<file path="src/rtl/adc_port_defines.vh">
`ifndef ADC_PORT_DEFINES_VH
`define ADC_PORT_DEFINES_VH

// ----------------------------------------
// Timing
// ----------------------------------------
`define CLK_MHZ 100
`define OUT_RATE_DHZ 166
`define SETTLE_US 120400
`define PWRUP_US 1000
`define PERIOD_CYC (`CLK_MHZ * 10000000 / `OUT_RATE_DHZ)
`define SETTLE_CYC (`SETTLE_US * `CLK_MHZ)
`define PWRUP_CYC (`PWRUP_US * `CLK_MHZ)
`define RESET_ONES 6'h20

// ----------------------------------------
// Communications word
// ----------------------------------------
`define CMD_BITS 6'h08
`define CMD_WEN 7
`define CMD_RS_HI 5
`define CMD_RS_LO 4
`define CMD_RW 3
`define CMD_CREAD 2
`define CMD_CREAD_EXIT 6'h0E
`define RS_STAT 2'h0
`define RS_MODE 2'h1
`define RS_DATA 2'h3

// ----------------------------------------
// Mode word
// ----------------------------------------
`define MODE_HI 7
`define MODE_LO 6
`define MODE_POL 2
`define MODE_RST 8'h02
`define MODE_CONT 2'h0
`define MODE_SINGLE 2'h2
`define MODE_PDOWN 2'h3

// ----------------------------------------
// Bus map
// ----------------------------------------
`define AXI_SAMPLE 4'h0
`define AXI_STATE 4'h4
`define AXI_DATA 4'h8
`define RESP_OKAY 2'h0
`define RESP_SLVERR 2'h2

`endif

</file>
<file path="src/rtl/adc_serial_port.v">
// Contract
// - Results at fixed rate, two periods to settle.
// - After reset, await communications word first.
// - Communications word picks direction and register.
// - Ready low on result, high after read.
// - Ready rises before data register updates.
// - Select tied low gives three-wire operation.
// - Repeat reads allowed, except continuous read once.
// - Select fall presents MSB without clock edge.
// - Thirty-two ones reset interface and registers.
// - Single mode: power up, convert, power down.
// - Single mode: ready stays high after read.
// - Continuous mode default; completion clears ready bit.
// - Result discarded while data register read; the code discards it in continuous mode only.
// - Code 001111 enters continuous read mode.
// - Unread continuous-read result replaced by new.
// - Input watched for commands and reset.
// - Mode field: continuous, reserved, single, power-down.
// - Data register read-only, resets to zero.
// - Polarity set straight binary, clear offset.
//
// The address map and the AXI4-Lite slave port were decided locally.
`timescale 1ns/10ps
`default_nettype none
`include "adc_port_defines.vh"

module adc_serial_port #(
	parameter DATA_W = 24,
	parameter [31:0] PERIOD_CYC = `PERIOD_CYC,
	parameter [31:0] SETTLE_CYC = `SETTLE_CYC,
	parameter [31:0] PWRUP_CYC = `PWRUP_CYC
) (
	// Clock and reset
	input wire aclk,
	input wire aresetn,
	// AXI4-Lite write
	input wire [3:0] awaddr,
	input wire awvalid,
	output wire awready,
	input wire [31:0] wdata,
	input wire [3:0] wstrb,
	input wire wvalid,
	output wire wready,
	output reg [1:0] bresp,
	output reg bvalid,
	input wire bready,
	// AXI4-Lite read
	input wire [3:0] araddr,
	input wire arvalid,
	output wire arready,
	output reg [31:0] rdata,
	output reg [1:0] rresp,
	output reg rvalid,
	input wire rready,
	// Serial pins
	input wire cs_n,
	input wire sclk,
	input wire din,
	output reg dout_ff,
	output wire dout_oe
);

	localparam [1:0] ST_CMD = 2'h0;
	localparam [1:0] ST_WR = 2'h1;
	localparam [1:0] ST_RD = 2'h2;
	localparam [1:0] ST_CRD = 2'h3;
	localparam [5:0] DATA_LEN = DATA_W[5:0];

	wire s_cs_n;
	wire s_sclk;
	wire s_din;
	wire conv_done;
	wire rise;
	wire soft_rst;
	wire [7:0] cmd_word;
	wire [7:0] status_word;
	wire [DATA_W-1:0] coded;
	wire discard;
	reg sclk_d_ff;
	reg [1:0] state_ff;
	reg [7:0] in_sh_ff;
	reg [DATA_W-1:0] out_sh_ff;
	reg [5:0] bit_cnt_ff;
	reg [5:0] len_ff;
	reg [5:0] ones_ff;
	reg [7:0] mode_ff;
	reg [DATA_W-1:0] data_ff;
	reg rdy_n_ff;
	reg rd_data_ff;
	reg crd_busy_ff;
	reg upd_ff;
	reg restart_ff;
	reg [31:0] sample_ff;
	reg [3:0] awaddr_ff;
	reg got_aw_ff;
	reg [31:0] wdata_ff;
	reg [3:0] wstrb_ff;
	reg got_w_ff;

	// ----------------------------------------
	// Pin synchronisers and clock edges
	// ----------------------------------------
	pin_sync #(
		.W(3)
	) u_sync (
		.aclk(aclk),
		.aresetn(aresetn),
		.pin_in({cs_n, sclk, din}),
		.pin_out({s_cs_n, s_sclk, s_din})
	);

	always @(posedge aclk) begin
		if (!aresetn) begin
			sclk_d_ff <= 1'b1;
		end else begin
			sclk_d_ff <= s_sclk;
		end
	end

	// Edges are only honoured while selected; a tied-low select works the same way.
	assign rise = s_sclk & ~sclk_d_ff & ~s_cs_n;
	assign soft_rst = rise & s_din & (ones_ff == (`RESET_ONES - 6'h01));
	assign cmd_word = {in_sh_ff[6:0], s_din};
	assign status_word = {rdy_n_ff, 5'h00, mode_ff[`MODE_HI:`MODE_LO]};

	// ----------------------------------------
	// Conversion timing
	// ----------------------------------------
	conv_seq #(
		.PERIOD_CYC(PERIOD_CYC),
		.SETTLE_CYC(SETTLE_CYC),
		.PWRUP_CYC(PWRUP_CYC)
	) u_conv (
		.aclk(aclk),
		.aresetn(aresetn),
		.restart(restart_ff),
		.mode(mode_ff[`MODE_HI:`MODE_LO]),
		.done_ff(conv_done)
	);

	// Software supplies the converted value as two's complement.
	assign coded = mode_ff[`MODE_POL] ? sample_ff[DATA_W-1:0] :
		{~sample_ff[DATA_W-1], sample_ff[DATA_W-2:0]};
	assign discard = (mode_ff[`MODE_HI:`MODE_LO] == `MODE_CONT) && (state_ff == ST_RD) && rd_data_ff;

	// ----------------------------------------
	// Serial engine and data register
	// ----------------------------------------
	always @(posedge aclk) begin
		if (!aresetn || soft_rst) begin
			state_ff <= ST_CMD;
			in_sh_ff <= 8'h00;
			out_sh_ff <= {DATA_W{1'b0}};
			bit_cnt_ff <= 6'h00;
			len_ff <= 6'h00;
			ones_ff <= 6'h00;
			mode_ff <= `MODE_RST;
			data_ff <= {DATA_W{1'b0}};
			rdy_n_ff <= 1'b1;
			rd_data_ff <= 1'b0;
			crd_busy_ff <= 1'b0;
			upd_ff <= 1'b0;
			restart_ff <= soft_rst;
		end else begin
			restart_ff <= 1'b0;
			if (rise) begin
				ones_ff <= s_din ? ones_ff + 6'h01 : 6'h00;
				in_sh_ff <= cmd_word;
				case (state_ff)
					ST_CMD: begin
						bit_cnt_ff <= bit_cnt_ff + 6'h01;
						if (bit_cnt_ff == `CMD_BITS - 6'h01) begin
							bit_cnt_ff <= 6'h00;
							rd_data_ff <= 1'b0;
							if (!cmd_word[`CMD_WEN]) begin
								if (cmd_word[`CMD_RW]) begin
									state_ff <= ST_RD;
									len_ff <= 6'h08;
									out_sh_ff <= {status_word, {(DATA_W-8){1'b0}}};
									case (cmd_word[`CMD_RS_HI:`CMD_RS_LO])
										`RS_MODE: begin
											out_sh_ff <= {mode_ff, {(DATA_W-8){1'b0}}};
										end
										`RS_DATA: begin
											len_ff <= DATA_LEN;
											out_sh_ff <= data_ff;
											rd_data_ff <= 1'b1;
											if (cmd_word[`CMD_CREAD]) begin
												state_ff <= ST_CRD;
												crd_busy_ff <= 1'b0;
											end
										end
										default: begin
											len_ff <= 6'h08;
										end
									endcase
								end else if (cmd_word[`CMD_RS_HI:`CMD_RS_LO] == `RS_MODE) begin
									state_ff <= ST_WR;
									len_ff <= 6'h08;
								end
							end
						end
					end
					ST_WR: begin
						bit_cnt_ff <= bit_cnt_ff + 6'h01;
						if (bit_cnt_ff == len_ff - 6'h01) begin
							bit_cnt_ff <= 6'h00;
							state_ff <= ST_CMD;
							mode_ff <= cmd_word;
							restart_ff <= 1'b1;
						end
					end
					ST_RD: begin
						out_sh_ff <= {out_sh_ff[DATA_W-2:0], 1'b0};
						bit_cnt_ff <= bit_cnt_ff + 6'h01;
						if (bit_cnt_ff == len_ff - 6'h01) begin
							bit_cnt_ff <= 6'h00;
							state_ff <= ST_CMD;
							if (rd_data_ff) begin
								rdy_n_ff <= 1'b1;
							end
							rd_data_ff <= 1'b0;
						end
					end
					ST_CRD: begin
						// The input is watched for the exit word only while ready is low.
						if ((cmd_word[7:2] == `CMD_CREAD_EXIT) && !rdy_n_ff) begin
							state_ff <= ST_CMD;
							crd_busy_ff <= 1'b0;
							rd_data_ff <= 1'b0;
							bit_cnt_ff <= 6'h00;
						end else if (crd_busy_ff) begin
							out_sh_ff <= {out_sh_ff[DATA_W-2:0], 1'b0};
							bit_cnt_ff <= bit_cnt_ff + 6'h01;
							if (bit_cnt_ff == len_ff - 6'h01) begin
								bit_cnt_ff <= 6'h00;
								crd_busy_ff <= 1'b0;
								rdy_n_ff <= 1'b1;
							end
						end
					end
					default: begin
						state_ff <= ST_CMD;
					end
				endcase
			end
			// Placed last so a finished conversion wins over a read ending in the same cycle, except a continuous-mode data read, which discards it.
			if (conv_done) begin
				rdy_n_ff <= 1'b1;
				upd_ff <= 1'b1;
			end
			if (upd_ff) begin
				upd_ff <= 1'b0;
				if (!discard) begin
					data_ff <= coded;
					rdy_n_ff <= 1'b0;
					if (state_ff == ST_CRD) begin
						out_sh_ff <= coded;
						bit_cnt_ff <= 6'h00;
						crd_busy_ff <= 1'b1;
					end
				end
			end
		end
	end

	// ----------------------------------------
	// Data-out / ready pin
	// ----------------------------------------
	// The first bit is already at the top of the shifter, so a select fall shows it at once.
	always @(posedge aclk) begin
		if (!aresetn) begin
			dout_ff <= 1'b1;
		end else if ((state_ff == ST_RD) || ((state_ff == ST_CRD) && crd_busy_ff)) begin
			dout_ff <= out_sh_ff[DATA_W-1];
		end else begin
			dout_ff <= rdy_n_ff;
		end
	end

	assign dout_oe = ~s_cs_n;

	// ----------------------------------------
	// AXI4-Lite slave
	// ----------------------------------------
	assign awready = ~got_aw_ff;
	assign wready = ~got_w_ff;
	assign arready = ~rvalid;

	always @(posedge aclk) begin
		if (!aresetn) begin
			awaddr_ff <= 4'h0;
			got_aw_ff <= 1'b0;
			wdata_ff <= 32'h0;
			wstrb_ff <= 4'h0;
			got_w_ff <= 1'b0;
			bvalid <= 1'b0;
			bresp <= `RESP_OKAY;
		end else begin
			if (awvalid && awready) begin
				awaddr_ff <= awaddr;
				got_aw_ff <= 1'b1;
			end
			if (wvalid && wready) begin
				wdata_ff <= wdata;
				wstrb_ff <= wstrb;
				got_w_ff <= 1'b1;
			end
			if (bvalid && bready) begin
				bvalid <= 1'b0;
			end
			if (got_aw_ff && got_w_ff && !bvalid) begin
				got_aw_ff <= 1'b0;
				got_w_ff <= 1'b0;
				bvalid <= 1'b1;
				bresp <= (awaddr_ff == `AXI_SAMPLE) ? `RESP_OKAY : `RESP_SLVERR;
			end
		end
	end

	genvar b;
	generate
		for (b = 0; b < 4; b = b + 1) begin : g_lane
			always @(posedge aclk) begin
				if (!aresetn) begin
					sample_ff[8*b+7:8*b] <= 8'h00;
				end else if (got_aw_ff && got_w_ff && !bvalid && (awaddr_ff == `AXI_SAMPLE) && wstrb_ff[b]) begin
					sample_ff[8*b+7:8*b] <= wdata_ff[8*b+7:8*b];
				end
			end
		end
	endgenerate

	always @(posedge aclk) begin
		if (!aresetn) begin
			rvalid <= 1'b0;
			rdata <= 32'h0;
			rresp <= `RESP_OKAY;
		end else begin
			if (rvalid && rready) begin
				rvalid <= 1'b0;
			end
			if (arvalid && arready) begin
				rvalid <= 1'b1;
				rresp <= `RESP_OKAY;
				case (araddr)
					`AXI_SAMPLE: begin
						rdata <= sample_ff;
					end
					`AXI_STATE: begin
						rdata <= {16'h0000, mode_ff, 2'h0, crd_busy_ff, upd_ff, state_ff, rd_data_ff, rdy_n_ff};
					end
					`AXI_DATA: begin
						rdata <= {{(32-DATA_W){1'b0}}, data_ff};
					end
					default: begin
						rdata <= 32'h0;
						rresp <= `RESP_SLVERR;
					end
				endcase
			end
		end
	end

endmodule

`default_nettype wire

</file>
<file path="src/rtl/conv_seq.v">
`timescale 1ns/10ps
`default_nettype none
`include "adc_port_defines.vh"

module conv_seq #(
	parameter [31:0] PERIOD_CYC = `PERIOD_CYC,
	parameter [31:0] SETTLE_CYC = `SETTLE_CYC,
	parameter [31:0] PWRUP_CYC = `PWRUP_CYC
) (
	// Clock and reset
	input wire aclk,
	input wire aresetn,
	// Control
	input wire restart,
	input wire [1:0] mode,
	// Events
	output reg done_ff
);

	localparam [1:0] S_IDLE = 2'h0;
	localparam [1:0] S_PWRUP = 2'h1;
	localparam [1:0] S_SETTLE = 2'h2;
	localparam [1:0] S_RUN = 2'h3;

	reg [1:0] state_ff;
	reg [31:0] cnt_ff;

	// ----------------------------------------
	// Conversion timing
	// ----------------------------------------
	always @(posedge aclk) begin
		if (!aresetn) begin
			state_ff <= S_SETTLE;
			cnt_ff <= SETTLE_CYC - 32'h1;
			done_ff <= 1'b0;
		end else begin
			done_ff <= 1'b0;
			if (restart) begin
				case (mode)
					`MODE_CONT: begin
						state_ff <= S_SETTLE;
						cnt_ff <= SETTLE_CYC - 32'h1;
					end
					`MODE_SINGLE: begin
						state_ff <= S_PWRUP;
						cnt_ff <= PWRUP_CYC - 32'h1;
					end
					default: begin
						state_ff <= S_IDLE;
						cnt_ff <= 32'h0;
					end
				endcase
			end else if (state_ff != S_IDLE) begin
				if (cnt_ff != 32'h0) begin
					cnt_ff <= cnt_ff - 32'h1;
				end else begin
					case (state_ff)
						S_PWRUP: begin
							state_ff <= S_SETTLE;
							cnt_ff <= SETTLE_CYC - 32'h1;
						end
						S_SETTLE, S_RUN: begin
							done_ff <= 1'b1;
							cnt_ff <= PERIOD_CYC - 32'h1;
							state_ff <= (mode == `MODE_CONT) ? S_RUN : S_IDLE;
						end
						default: begin
							state_ff <= S_IDLE;
						end
					endcase
				end
			end
		end
	end

endmodule

`default_nettype wire

</file>
<file path="src/rtl/pin_sync.v">
`timescale 1ns/10ps
`default_nettype none

module pin_sync #(
	parameter W = 3
) (
	// Clock and reset
	input wire aclk,
	input wire aresetn,
	// Pins
	input wire [W-1:0] pin_in,
	output wire [W-1:0] pin_out
);

	// ----------------------------------------
	// Two-stage synchroniser per bit
	// ----------------------------------------
	genvar i;
	generate
		for (i = 0; i < W; i = i + 1) begin : g_bit
			reg meta_ff;
			reg sync_ff;
			always @(posedge aclk) begin
				if (!aresetn) begin
					meta_ff <= 1'b1;
					sync_ff <= 1'b1;
				end else begin
					meta_ff <= pin_in[i];
					sync_ff <= meta_ff;
				end
			end
			assign pin_out[i] = sync_ff;
		end
	endgenerate

endmodule

`default_nettype wire

</file>
<file path="config.mk">
export PLATFORM = sky130hd
export DESIGN_NAME = adc_serial_port
export DESIGN_NICKNAME = d
export VERILOG_FILES = /design/src/rtl/adc_serial_port.v /design/src/rtl/conv_seq.v /design/src/rtl/pin_sync.v
export VERILOG_INCLUDE_DIRS = /design/src /design/src/rtl
export SDC_FILE = /design/constraint.sdc
export NUM_CORES = 1
export LEC_CHECK = 0
export ABC_CLOCK_PERIOD_IN_PS = 7000
export BUFFER_PORTS_ARGS = -buffer_cell sky130_fd_sc_hd__buf_4
export CELL_PAD_IN_SITES_DETAIL_PLACEMENT = 1
export CELL_PAD_IN_SITES_GLOBAL_PLACEMENT = 2
export CORE_UTILIZATION = 38
export DETAILED_ROUTE_END_ITERATION = 7
export GPL_ROUTABILITY_DRIVEN = 1
export GPL_TIMING_DRIVEN = 0
export PLACE_DENSITY = 0.84
export REMOVE_ABC_BUFFERS = 1
export SKIP_LAST_GASP = 1
export SLEW_MARGIN = 15
export SYNTH_ARGS = -nofsm -noshare
export SYNTH_HDL_FRONTEND = slang
export SYNTH_SLANG_ARGS = --single-unit
</file>
<file path="constraint.sdc">
create_clock -name aclk -period 7 [get_ports aclk]
set_input_delay 0.7 -clock aclk [delete_from_list [all_inputs] [get_ports aclk]]
set_output_delay 0.7 -clock aclk [all_outputs]
set_load 0.05 [all_outputs]
</file>
==> results.yml, run 1 <==
die:
  pin_count: 97
  rows: 60
  die_y_um: 168
  coreArea_mm2: 0.0270
  start_util: 0.388
  die-width_um: 168
  die_area_mm2: 0.0283
pwr:
  power.leakage_nw: 4.40
  cellPowerDensity_mw_per_mm2: 239
  total_power_mw: 2.95
  ir_drop_uv: 215
setup_path:
  critPathLaunchType: "register"
  r2r_start: "u_conv.cnt_ff[8]$_SDFFE_PN1P_"
  worstSetupStartpoint: "u_conv.cnt_ff[8]$_SDFFE_PN1P_"
  cp-endpoint: "u_conv.state_ff[1]$_SDFFE_PN1P_"
  reg2reg_to: "u_conv.state_ff[1]$_SDFFE_PN1P_"
  r2r_cells: 6
  crit_cells: 6
  crit_slowest_cell: "nor3_2"
  crit_path_end_kind: "register"
  worstPathArrival_ns: 4.01
  crit_type: "register to register"
  r2r_slack_ns: 3.37
  critPathBufInv: 0
  max_stage_delay_ns: 1.08
  crit_required_ns: 7.38
  path_max_fanout: 15
  path_cells: "nor4_1 > nand4_1 > nor3_2 > nand2_1 > a21oi_1 > o21ai_0"
  crit_family: "simple AND/OR/NAND/NOR gates"
layout:
  antenna_cells: 0
  finalNetCount: 1410
  final_area_mm2: 0.0124
  drive_gt1_frac: 0.125
  syn2layout_area_growth_pct: 17.8
place:
  hpwl_mm: 20.3
  gp_congestion: 0.803
  port_buffers: 94
  placed_area_mm2: 0.0115
sta:
  final-max-slew-violation-count: 0
  fin_worst_skew_ns: 0.0119
  rsz0062_at_grt: "no"
  fin_crit_ns: 3.63
  fmaxAchievable_ghz: 0.275
  slew_headroom: 0.224
  tightest_slew_ns: 1.16
  hold_violations: 0
  min_period_over_period: 0.519
  setup_viol: 0
  holdWs_ns: 0.337
status:
  status: "complete, no violations"
synthesis:
  netlist_instances: 1300
  synth-async-reset-ratio: 0
  synth_edf_count: 0
  synth_ff_type: "dfxtp_1"
  ys_ff_latch: 237
  seq_area_frac_synth: 0.452
  synth_cell_type_count: 65
  yosysWarnings: 0
  synth.cell_area_mm2: 0.0105
  synth_area_per_cell_um2: 8.07
clocking:
  cts_max_level: 1
  cts_buffers: 27
  cts_sinks: 237
  postCtsSetupBuffers: 0
  cts_tree: "yes"
  clockRootBuffer: "clkbuf_16"
  clock_latency_ns: 0.55
  cts-resized-gates: 0
  clock_path_buffers: 3
  postCtsHoldBufs: 0
  path_clk_slew_ns: 0.06
global_routing:
  grt_use_total: 0.220
  grt_pass1_vias: 9788
  grt_max_degree: 140
  grt_overflow: 0
  grt_pass1_wl_mm: 51.3
  antenna_found_initial: 0
detailed_routing:
  wl_per_cell_um: 18.1
  wl_mm: 30.8
  antenna_left: 0
  first_iter_violations: 509
  drt-pass1-iter-count: 6
  viasPerCell: 5.59
  drc: 0
  vias: 9540
hold_path:
  min_path_type: "input port to register"
flow_run:
  maxCapViolations: 0
[synthesized netlist by cell type (5+ instances only)]
library cell | instances | area, µm²
nor3_1 | 27 | 135
a21o_1 | 7 | 52.6
a21oi_1 | 91 | 455
inv_1 | 17 | 63.8
or4_1 | 5 | 37.5
nand2_1 | 276 | 1040
o21ai_0 | 73 | 365
nand3b_1 | 6 | 45.0
nand3_1 | 74 | 370
mux2i_1 | 23 | 230
nor3b_1 | 5 | 37.5
a22oi_1 | 14 | 105
nor2_1 | 71 | 267
a31oi_1 | 7 | 43.8
nand4_1 | 13 | 81.3
and2_1 | 28 | 175
or3_1 | 11 | 68.8
nor4_1 | 12 | 75.1
ha_1 | 10 | 125
a21boi_0 | 81 | 608
dfxtp_1 | 237 | 4740
buf_2 | 6 | 30.0
a211oi_1 | 5 | 37.5
buf_1 | 6 | 22.5
nand2b_1 | 10 | 62.6
a222oi_1 | 29 | 290
clkbuf_1 | 76 | 285
nor2b_1 | 12 | 75.1
[layer usage]
metal	part of all wire	track usage	wire length, µm
met5	0	0	0
met4	0.015	0.0470	455
met3	0.046	0.0378	1410
met2	0.47	0.375	14400
met1	0.47	0.289	14600
[stage by stage]
| stage | setup TNS [ns] | setup slack [ns] | util | instances |
|---|---|---|---|---|
| finish | 0 | 3.37 | 0.458 | 1706 |
| CTS | 0 | 3.04 | 0.458 | 1706 |
| detailed placement | 0 | 3.08 | 0.425 | 1658 |
| floorplan | 0 | 3.12 | - | 1209 |
| global route | 0 | 2.94 | 0.458 | 1706 |
| global placement | -0.735 | -0.0939 | 0.417 | 1644 |
[final cells by class]
| type | instances | area [µm²] |
|---|---|---|
| clock buffers | 42 | 812 |
| repair buffers | 108 | 852 |
| fillers | 3270 | 14700 |
| flip-flops and latches | 237 | 4740 |
| well taps | 341 | 427 |
| inverters | 18 | 67.6 |
| multi-input cells | 954 | 5390 |
| clock inverters | 6 | 72.6 |
[how the worst min path moves through the flow]
stage                                                   from                                 end  slack [ns]  depth (start not counted)
after floorplan           u_sync.g_bit[0].meta_ff$_SDFF_PN1_  u_sync.g_bit[0].sync_ff$_SDFF_PN1_        0.39                          1
after global placement    u_sync.g_bit[2].meta_ff$_SDFF_PN1_  u_sync.g_bit[2].sync_ff$_SDFF_PN1_        0.39                          1
after detailed placement  u_sync.g_bit[1].meta_ff$_SDFF_PN1_  u_sync.g_bit[1].sync_ff$_SDFF_PN1_        0.40                          1
after CTS                                                din  u_sync.g_bit[0].meta_ff$_SDFF_PN1_        0.31                          2
after global routing                                     din  u_sync.g_bit[0].meta_ff$_SDFF_PN1_        0.34                          2
final                                                    din  u_sync.g_bit[0].meta_ff$_SDFF_PN1_        0.34                          2
[layout by cell type, fill, tap and decap left out, types with 7 or more instances in the layout]
| cell | Yosys | layout |
|---|---|---|
| o21ai_0 | 73 | 73 |
| clkbuf_1 | 76 | 7 |
| ha_1 | 10 | 10 |
| a21oi_1 | 91 | 91 |
| a222oi_1 | 29 | 29 |
| buf_2 | 6 | 7 |
| inv_1 | 17 | 17 |
| buf_4 | 3 | 96 |
| or3_1 | 11 | 11 |
| nor3_1 | 27 | 27 |
| a22oi_1 | 14 | 14 |
| nand2b_1 | 10 | 9 |
| a21boi_0 | 81 | 81 |
| nand4_1 | 13 | 13 |
| nor2_1 | 71 | 69 |
| nand3_1 | 74 | 74 |
| clkbuf_8 | 0 | 8 |
| and2_1 | 28 | 28 |
| nor2b_1 | 12 | 11 |
| dfxtp_1 | 237 | 237 |
| nand2_1 | 276 | 274 |
| mux2i_1 | 23 | 23 |
| nor4_1 | 12 | 11 |
| a31oi_1 | 7 | 7 |
| a21o_1 | 7 | 7 |
| clkbuf_16 | 0 | 27 |
[power by group]
group,internal [mW],switching [mW],total [mW]
clock,0.833,0.580,1.41
sequential,1.37,0.0210,1.39
combinational,0.0570,0.0888,0.146
total,2.26,0.690,2.95
[cell families (layout without fill, tap and decap cells)]
| family | count (synthesis) | count (layout) | share of synthesized area |
|---|---|---|---|
| xor+xnor | 6 | 6 | 0.00501 |
| mux | 25 | 25 | 0.0241 |
| other cells | 1 | 2 | 0.000357 |
| fa+ha+maj | 10 | 10 | 0.0119 |
| buf+inv | 110 | 174 | 0.0412 |
| simple gates | 567 | 567 | 0.250 |
| flops | 237 | 237 | 0.452 |
| compound gates | 344 | 344 | 0.215 |
[sequential cells by signal (all words and copies together) (netlist names), 7 cells and up]
name           count
mode_ff            8
sample_ff         32
u_conv.cnt_ff     32
data_ff           24
out_sh_ff         24
wdata_ff          32
in_sh_ff           7
rdata             32
[worst register-to-register path: stages, from the launching register on]
cell and delay, ns:
dfxtp_1 0.37, nor4_1 0.73, nand4_1 0.65, nor3_2 1.08
nand2_1 0.31, a21oi_1 0.23, o21ai_0 0.09
Power figures use the tool's default switching activity.
==> run 2: changes to the inputs <==
--- a/config.mk
+++ b/config.mk
@@ -6,15 +6,16 @@
 export SDC_FILE = /design/constraint.sdc
 export NUM_CORES = 1
 export LEC_CHECK = 0
-export ABC_CLOCK_PERIOD_IN_PS = 7000
+export ABC_AREA = 1
+export ABC_CLOCK_PERIOD_IN_PS = 3800
 export BUFFER_PORTS_ARGS = -buffer_cell sky130_fd_sc_hd__buf_4
 export CELL_PAD_IN_SITES_DETAIL_PLACEMENT = 1
 export CELL_PAD_IN_SITES_GLOBAL_PLACEMENT = 2
-export CORE_UTILIZATION = 38
+export CORE_UTILIZATION = 33
 export DETAILED_ROUTE_END_ITERATION = 7
 export GPL_ROUTABILITY_DRIVEN = 1
 export GPL_TIMING_DRIVEN = 0
-export PLACE_DENSITY = 0.84
+export PLACE_DENSITY = 0.79
 export REMOVE_ABC_BUFFERS = 1
 export SKIP_LAST_GASP = 1
 export SLEW_MARGIN = 15
==> constraint.sdc (replaced) <==
create_clock -name aclk -period 3.8 [get_ports aclk]
set_input_delay 0.38 -clock aclk [delete_from_list [all_inputs] [get_ports aclk]]
set_output_delay 0.38 -clock aclk [all_outputs]
set_load 0.05 [all_outputs]
==> run 2 against run 1 <==
  * Synthesized area grew 5.5%
  * Clock power up 110%
  * Power is 98% higher
  * Routed wire length is 16% higher
  * Sequential power increased by 85%
  * Largest cell class unchanged
  * Worst setup slack worse by 2.7 ns
  * Count of clock-buffer cells in the layout did not move
  * Largest power group unchanged
  * Via count rose by 13%
  * Critical path type unchanged
  * Critical path depth up 2
==> results.yml, run 2 <==
layout:
  drive_gt1_frac: 0.108
  final_common_cell: "nand2_1"
  layout.cells.non_filler: 2143
  final_cell_mix: "352 x nand2_1, 237 x dfxtp_1, 229 x nor2_1, 178 x o21ai_0, 175 x inv_1"
  final_util: 0.403
  final_area_mm2: 0.0132
  antenna_cells: 0
  finalNetCount: 1744
  n_fill_cell: 4170
  syn2layout_area_growth_pct: 19.2
setup_path:
  critPathBufInv: 2
  path_cells: "nor3_4 > nand2_1 > inv_1 > nand2_1 > nand2_2 > inv_2 > o21ai_0 > a21oi_1"
  r2r_cells: 8
  max_stage_delay_ns: 0.85
  worstPathArrival_ns: 3.51
  crit_type: "register to register"
  r2r_start: "u_sync.g_bit[2].sync_ff$_SDFF_PN1_"
  crit_slowest_cell: "nor3_4"
  path_max_fanout: 62
  crit_required_ns: 4.21
  cp_common_cell: "nand2_1"
  critPathLaunchType: "register"
  crit_family: "simple AND/OR/NAND/NOR gates"
  r2r_slack_ns: 0.70
  reg2reg_to: "in_sh_ff[0]$_SDFFE_PP0P_"
  crit_path_end_kind: "register"
pwr:
  switching_share: 0.237
  pwr-share-comb: 0.055
  seqPwrFrac: 0.439
  cellPowerDensity_mw_per_mm2: 444
  power.leakage_nw: 5.39
  p_int_mw: 4.47
  power.switching_mw: 1.39
  clkPwrFrac: 0.506
  ir_drop_uv: 323
global_routing:
  grt_pass1_vias: 10920
  antenna_found_initial: 0
  grt_overflow: 0
  grt_use_total: 0.213
  grt_max_degree: 103
  grt_pass1_wl_mm: 58.2
synthesis:
  synth_cell_type_count: 41
  synth_area_leaders: "dfxtp_1 43%, nand2_1 12%, o21ai_0 8.0%, nor2_1 7.8%, inv_1 6.0%"
  synthSimpleGateAreaFrac: 0.267
  synth_top_area_share: 0.428
  yosysMostFrequentCell: "nand2_1"
  synth_ff_type: "dfxtp_1"
  ys_ff_latch: 237
  synth_edf_count: 0
  synth_area_per_cell_um2: 6.82
  synth_xor_area_frac: 0.0150
  synth_compound_area_frac: 0.187
  synth_commonest_cells: "354 x nand2_1, 237 x dfxtp_1, 230 x nor2_1, 178 x o21ai_0, 176 x inv_1"
  synth_top_family_by_area: "simple AND/OR/NAND/NOR gates"
  netlist_instances: 1623
  yosysWarnings: 0
  seq_area_frac_synth: 0.428
  synth-async-reset-ratio: 0
  synth.cell_area_mm2: 0.0111
  yosys.area.top_type: "dfxtp_1"
  synthMuxAreaShare: 0
  synth_adder_area_share: 0.0113
clocking:
  clock_path_buffers: 3
  postCtsHoldBufs: 0
  clock_latency_ns: 0.58
  cts-resized-gates: 0
  path_clk_slew_ns: 0.06
  postCtsSetupBuffers: 0
  cts_buffers: 28
  cts_sinks: 237
  cts_tree: "yes"
  clockRootBuffer: "clkbuf_16"
  cts_max_level: 1
detailed_routing:
  antenna_left: 0
  drt-pass1-iter-count: 5
  vias: 10776
  drc: 0
  viasPerCell: 5.03
  wl_mm: 35.7
  first_iter_violations: 454
  wl_per_cell_um: 16.7
place:
  port_buffers: 94
  gp_congestion: 0.873
  placed_area_mm2: 0.0122
  hpwl_mm: 24.2
  dp.cells: 2092
sta:
  fmaxAchievable_ghz: 0.323
  setup_viol: 0
  fin_crit_ns: 3.10
  tightest_slew_ns: 1.11
  rsz0062_at_grt: "no"
  holdWs_ns: 0.0246
  slew_headroom: 0.259
  hold_violations: 0
  min_period_over_period: 0.815
  fin_worst_skew_ns: 0.0433
  final-max-slew-violation-count: 0
hold_path:
  whs_endpoint: "wdata_ff[21]$_SDFFE_PN0P_"
  hold_depth: 3
  hold_path_startpoint: "wdata[21]"
  min_path_type: "input port to register"
flow_run:
  maxCapViolations: 0
die:
  pin_count: 97
  start_util: 0.338
  die_y_um: 185
  coreArea_mm2: 0.0328
  die_area_mm2: 0.0343
  rows: 66
  die-width_um: 185
status:
  status: "complete, no violations"
-- run 2: power groups by stage --
| stage | combinational (mW) | clock (mW) | sequential (mW) |
|---|---|---|---|
| 2_1_floorplan | 0.142 | 0 | 2.65 |
| 3_3_place_gp | 0.307 | 0 | 2.62 |
| 3_5_place_dp | 0.326 | 0 | 2.62 |
| 4_1_cts | 0.327 | 3.04 | 2.57 |
| 5_1_grt | 0.355 | 3.14 | 2.57 |
| 6_report | 0.321 | 2.96 | 2.57 |
-- run 2: cells by family after synthesis --
| logic type | after synthesis |
|---|---|
| other cells | 1 |
| compound gates | 383 |
| simple gates | 714 |
| flops | 237 |
| fa+ha+maj | 10 |
| xor+xnor | 19 |
| buf+inv | 259 |
-- run 2: how the worst max path moves through the flow --
stage / start / end / slack, ns / cells past startpoint
after floorplan: state_ff[0]$_SDFFE_PP0P_ / out_sh_ff[0]$_SDFF_PP0_ / 0.71 / 8
after global placement: state_ff[0]$_SDFFE_PP0P_ / out_sh_ff[0]$_SDFF_PP0_ / -1.16 / 8
after detailed placement: aresetn / in_sh_ff[0]$_SDFFE_PP0P_ / 0.55 / 5
after CTS: u_sync.g_bit[2].sync_ff$_SDFF_PN1_ / in_sh_ff[0]$_SDFFE_PP0P_ / 0.63 / 8
after global routing: u_sync.g_bit[1].sync_ff$_SDFF_PN1_ / in_sh_ff[0]$_SDFFE_PP0P_ / 0.35 / 9
final: u_sync.g_bit[2].sync_ff$_SDFF_PN1_ / in_sh_ff[0]$_SDFFE_PP0P_ / 0.70 / 8
-- run 2: area by class of cell --
class / count / area, µm² / area share
Multi-Input combinational cell: 1128 / 5360 / 0.406
Sequential cell: 237 / 4740 / 0.359
Clock buffer: 42 / 853 / 0.0647
Timing Repair Buffer: 99 / 813 / 0.0616
Inverter: 186 / 699 / 0.0530
Tap cell: 442 / 553 / 0.0419
Clock inverter: 9 / 173 / 0.0131
-- run 2: worst min-delay path: cells and delay by family --
| kind | cells | cell delay [ns] |
|---|---|---|
| and+or+nand+nor | 2 | 0.11 |
| buffers and inverters | 1 | 0.08 |
-- run 2: metal layers --
metal / track usage / up-vias / part of all wire
met5: 0 / - / 0
met4: 0.0486 / 0 / 0.020
met3: 0.0254 / 41 / 0.025
met2: 0.365 / 123 / 0.47
met1: 0.284 / 5209 / 0.49
li1: - / 5403 / -
-- run 2: metrics by stage --
stage	power, mW	worst slack, ns	setup TNS [ns]
floorplan	2.79	0.706	0
global placement	2.93	-1.16	-38.52
detailed placement	2.95	0.546	0
CTS	5.94	0.625	0
global route	6.07	0.349	0
finish	5.86	0.703	0
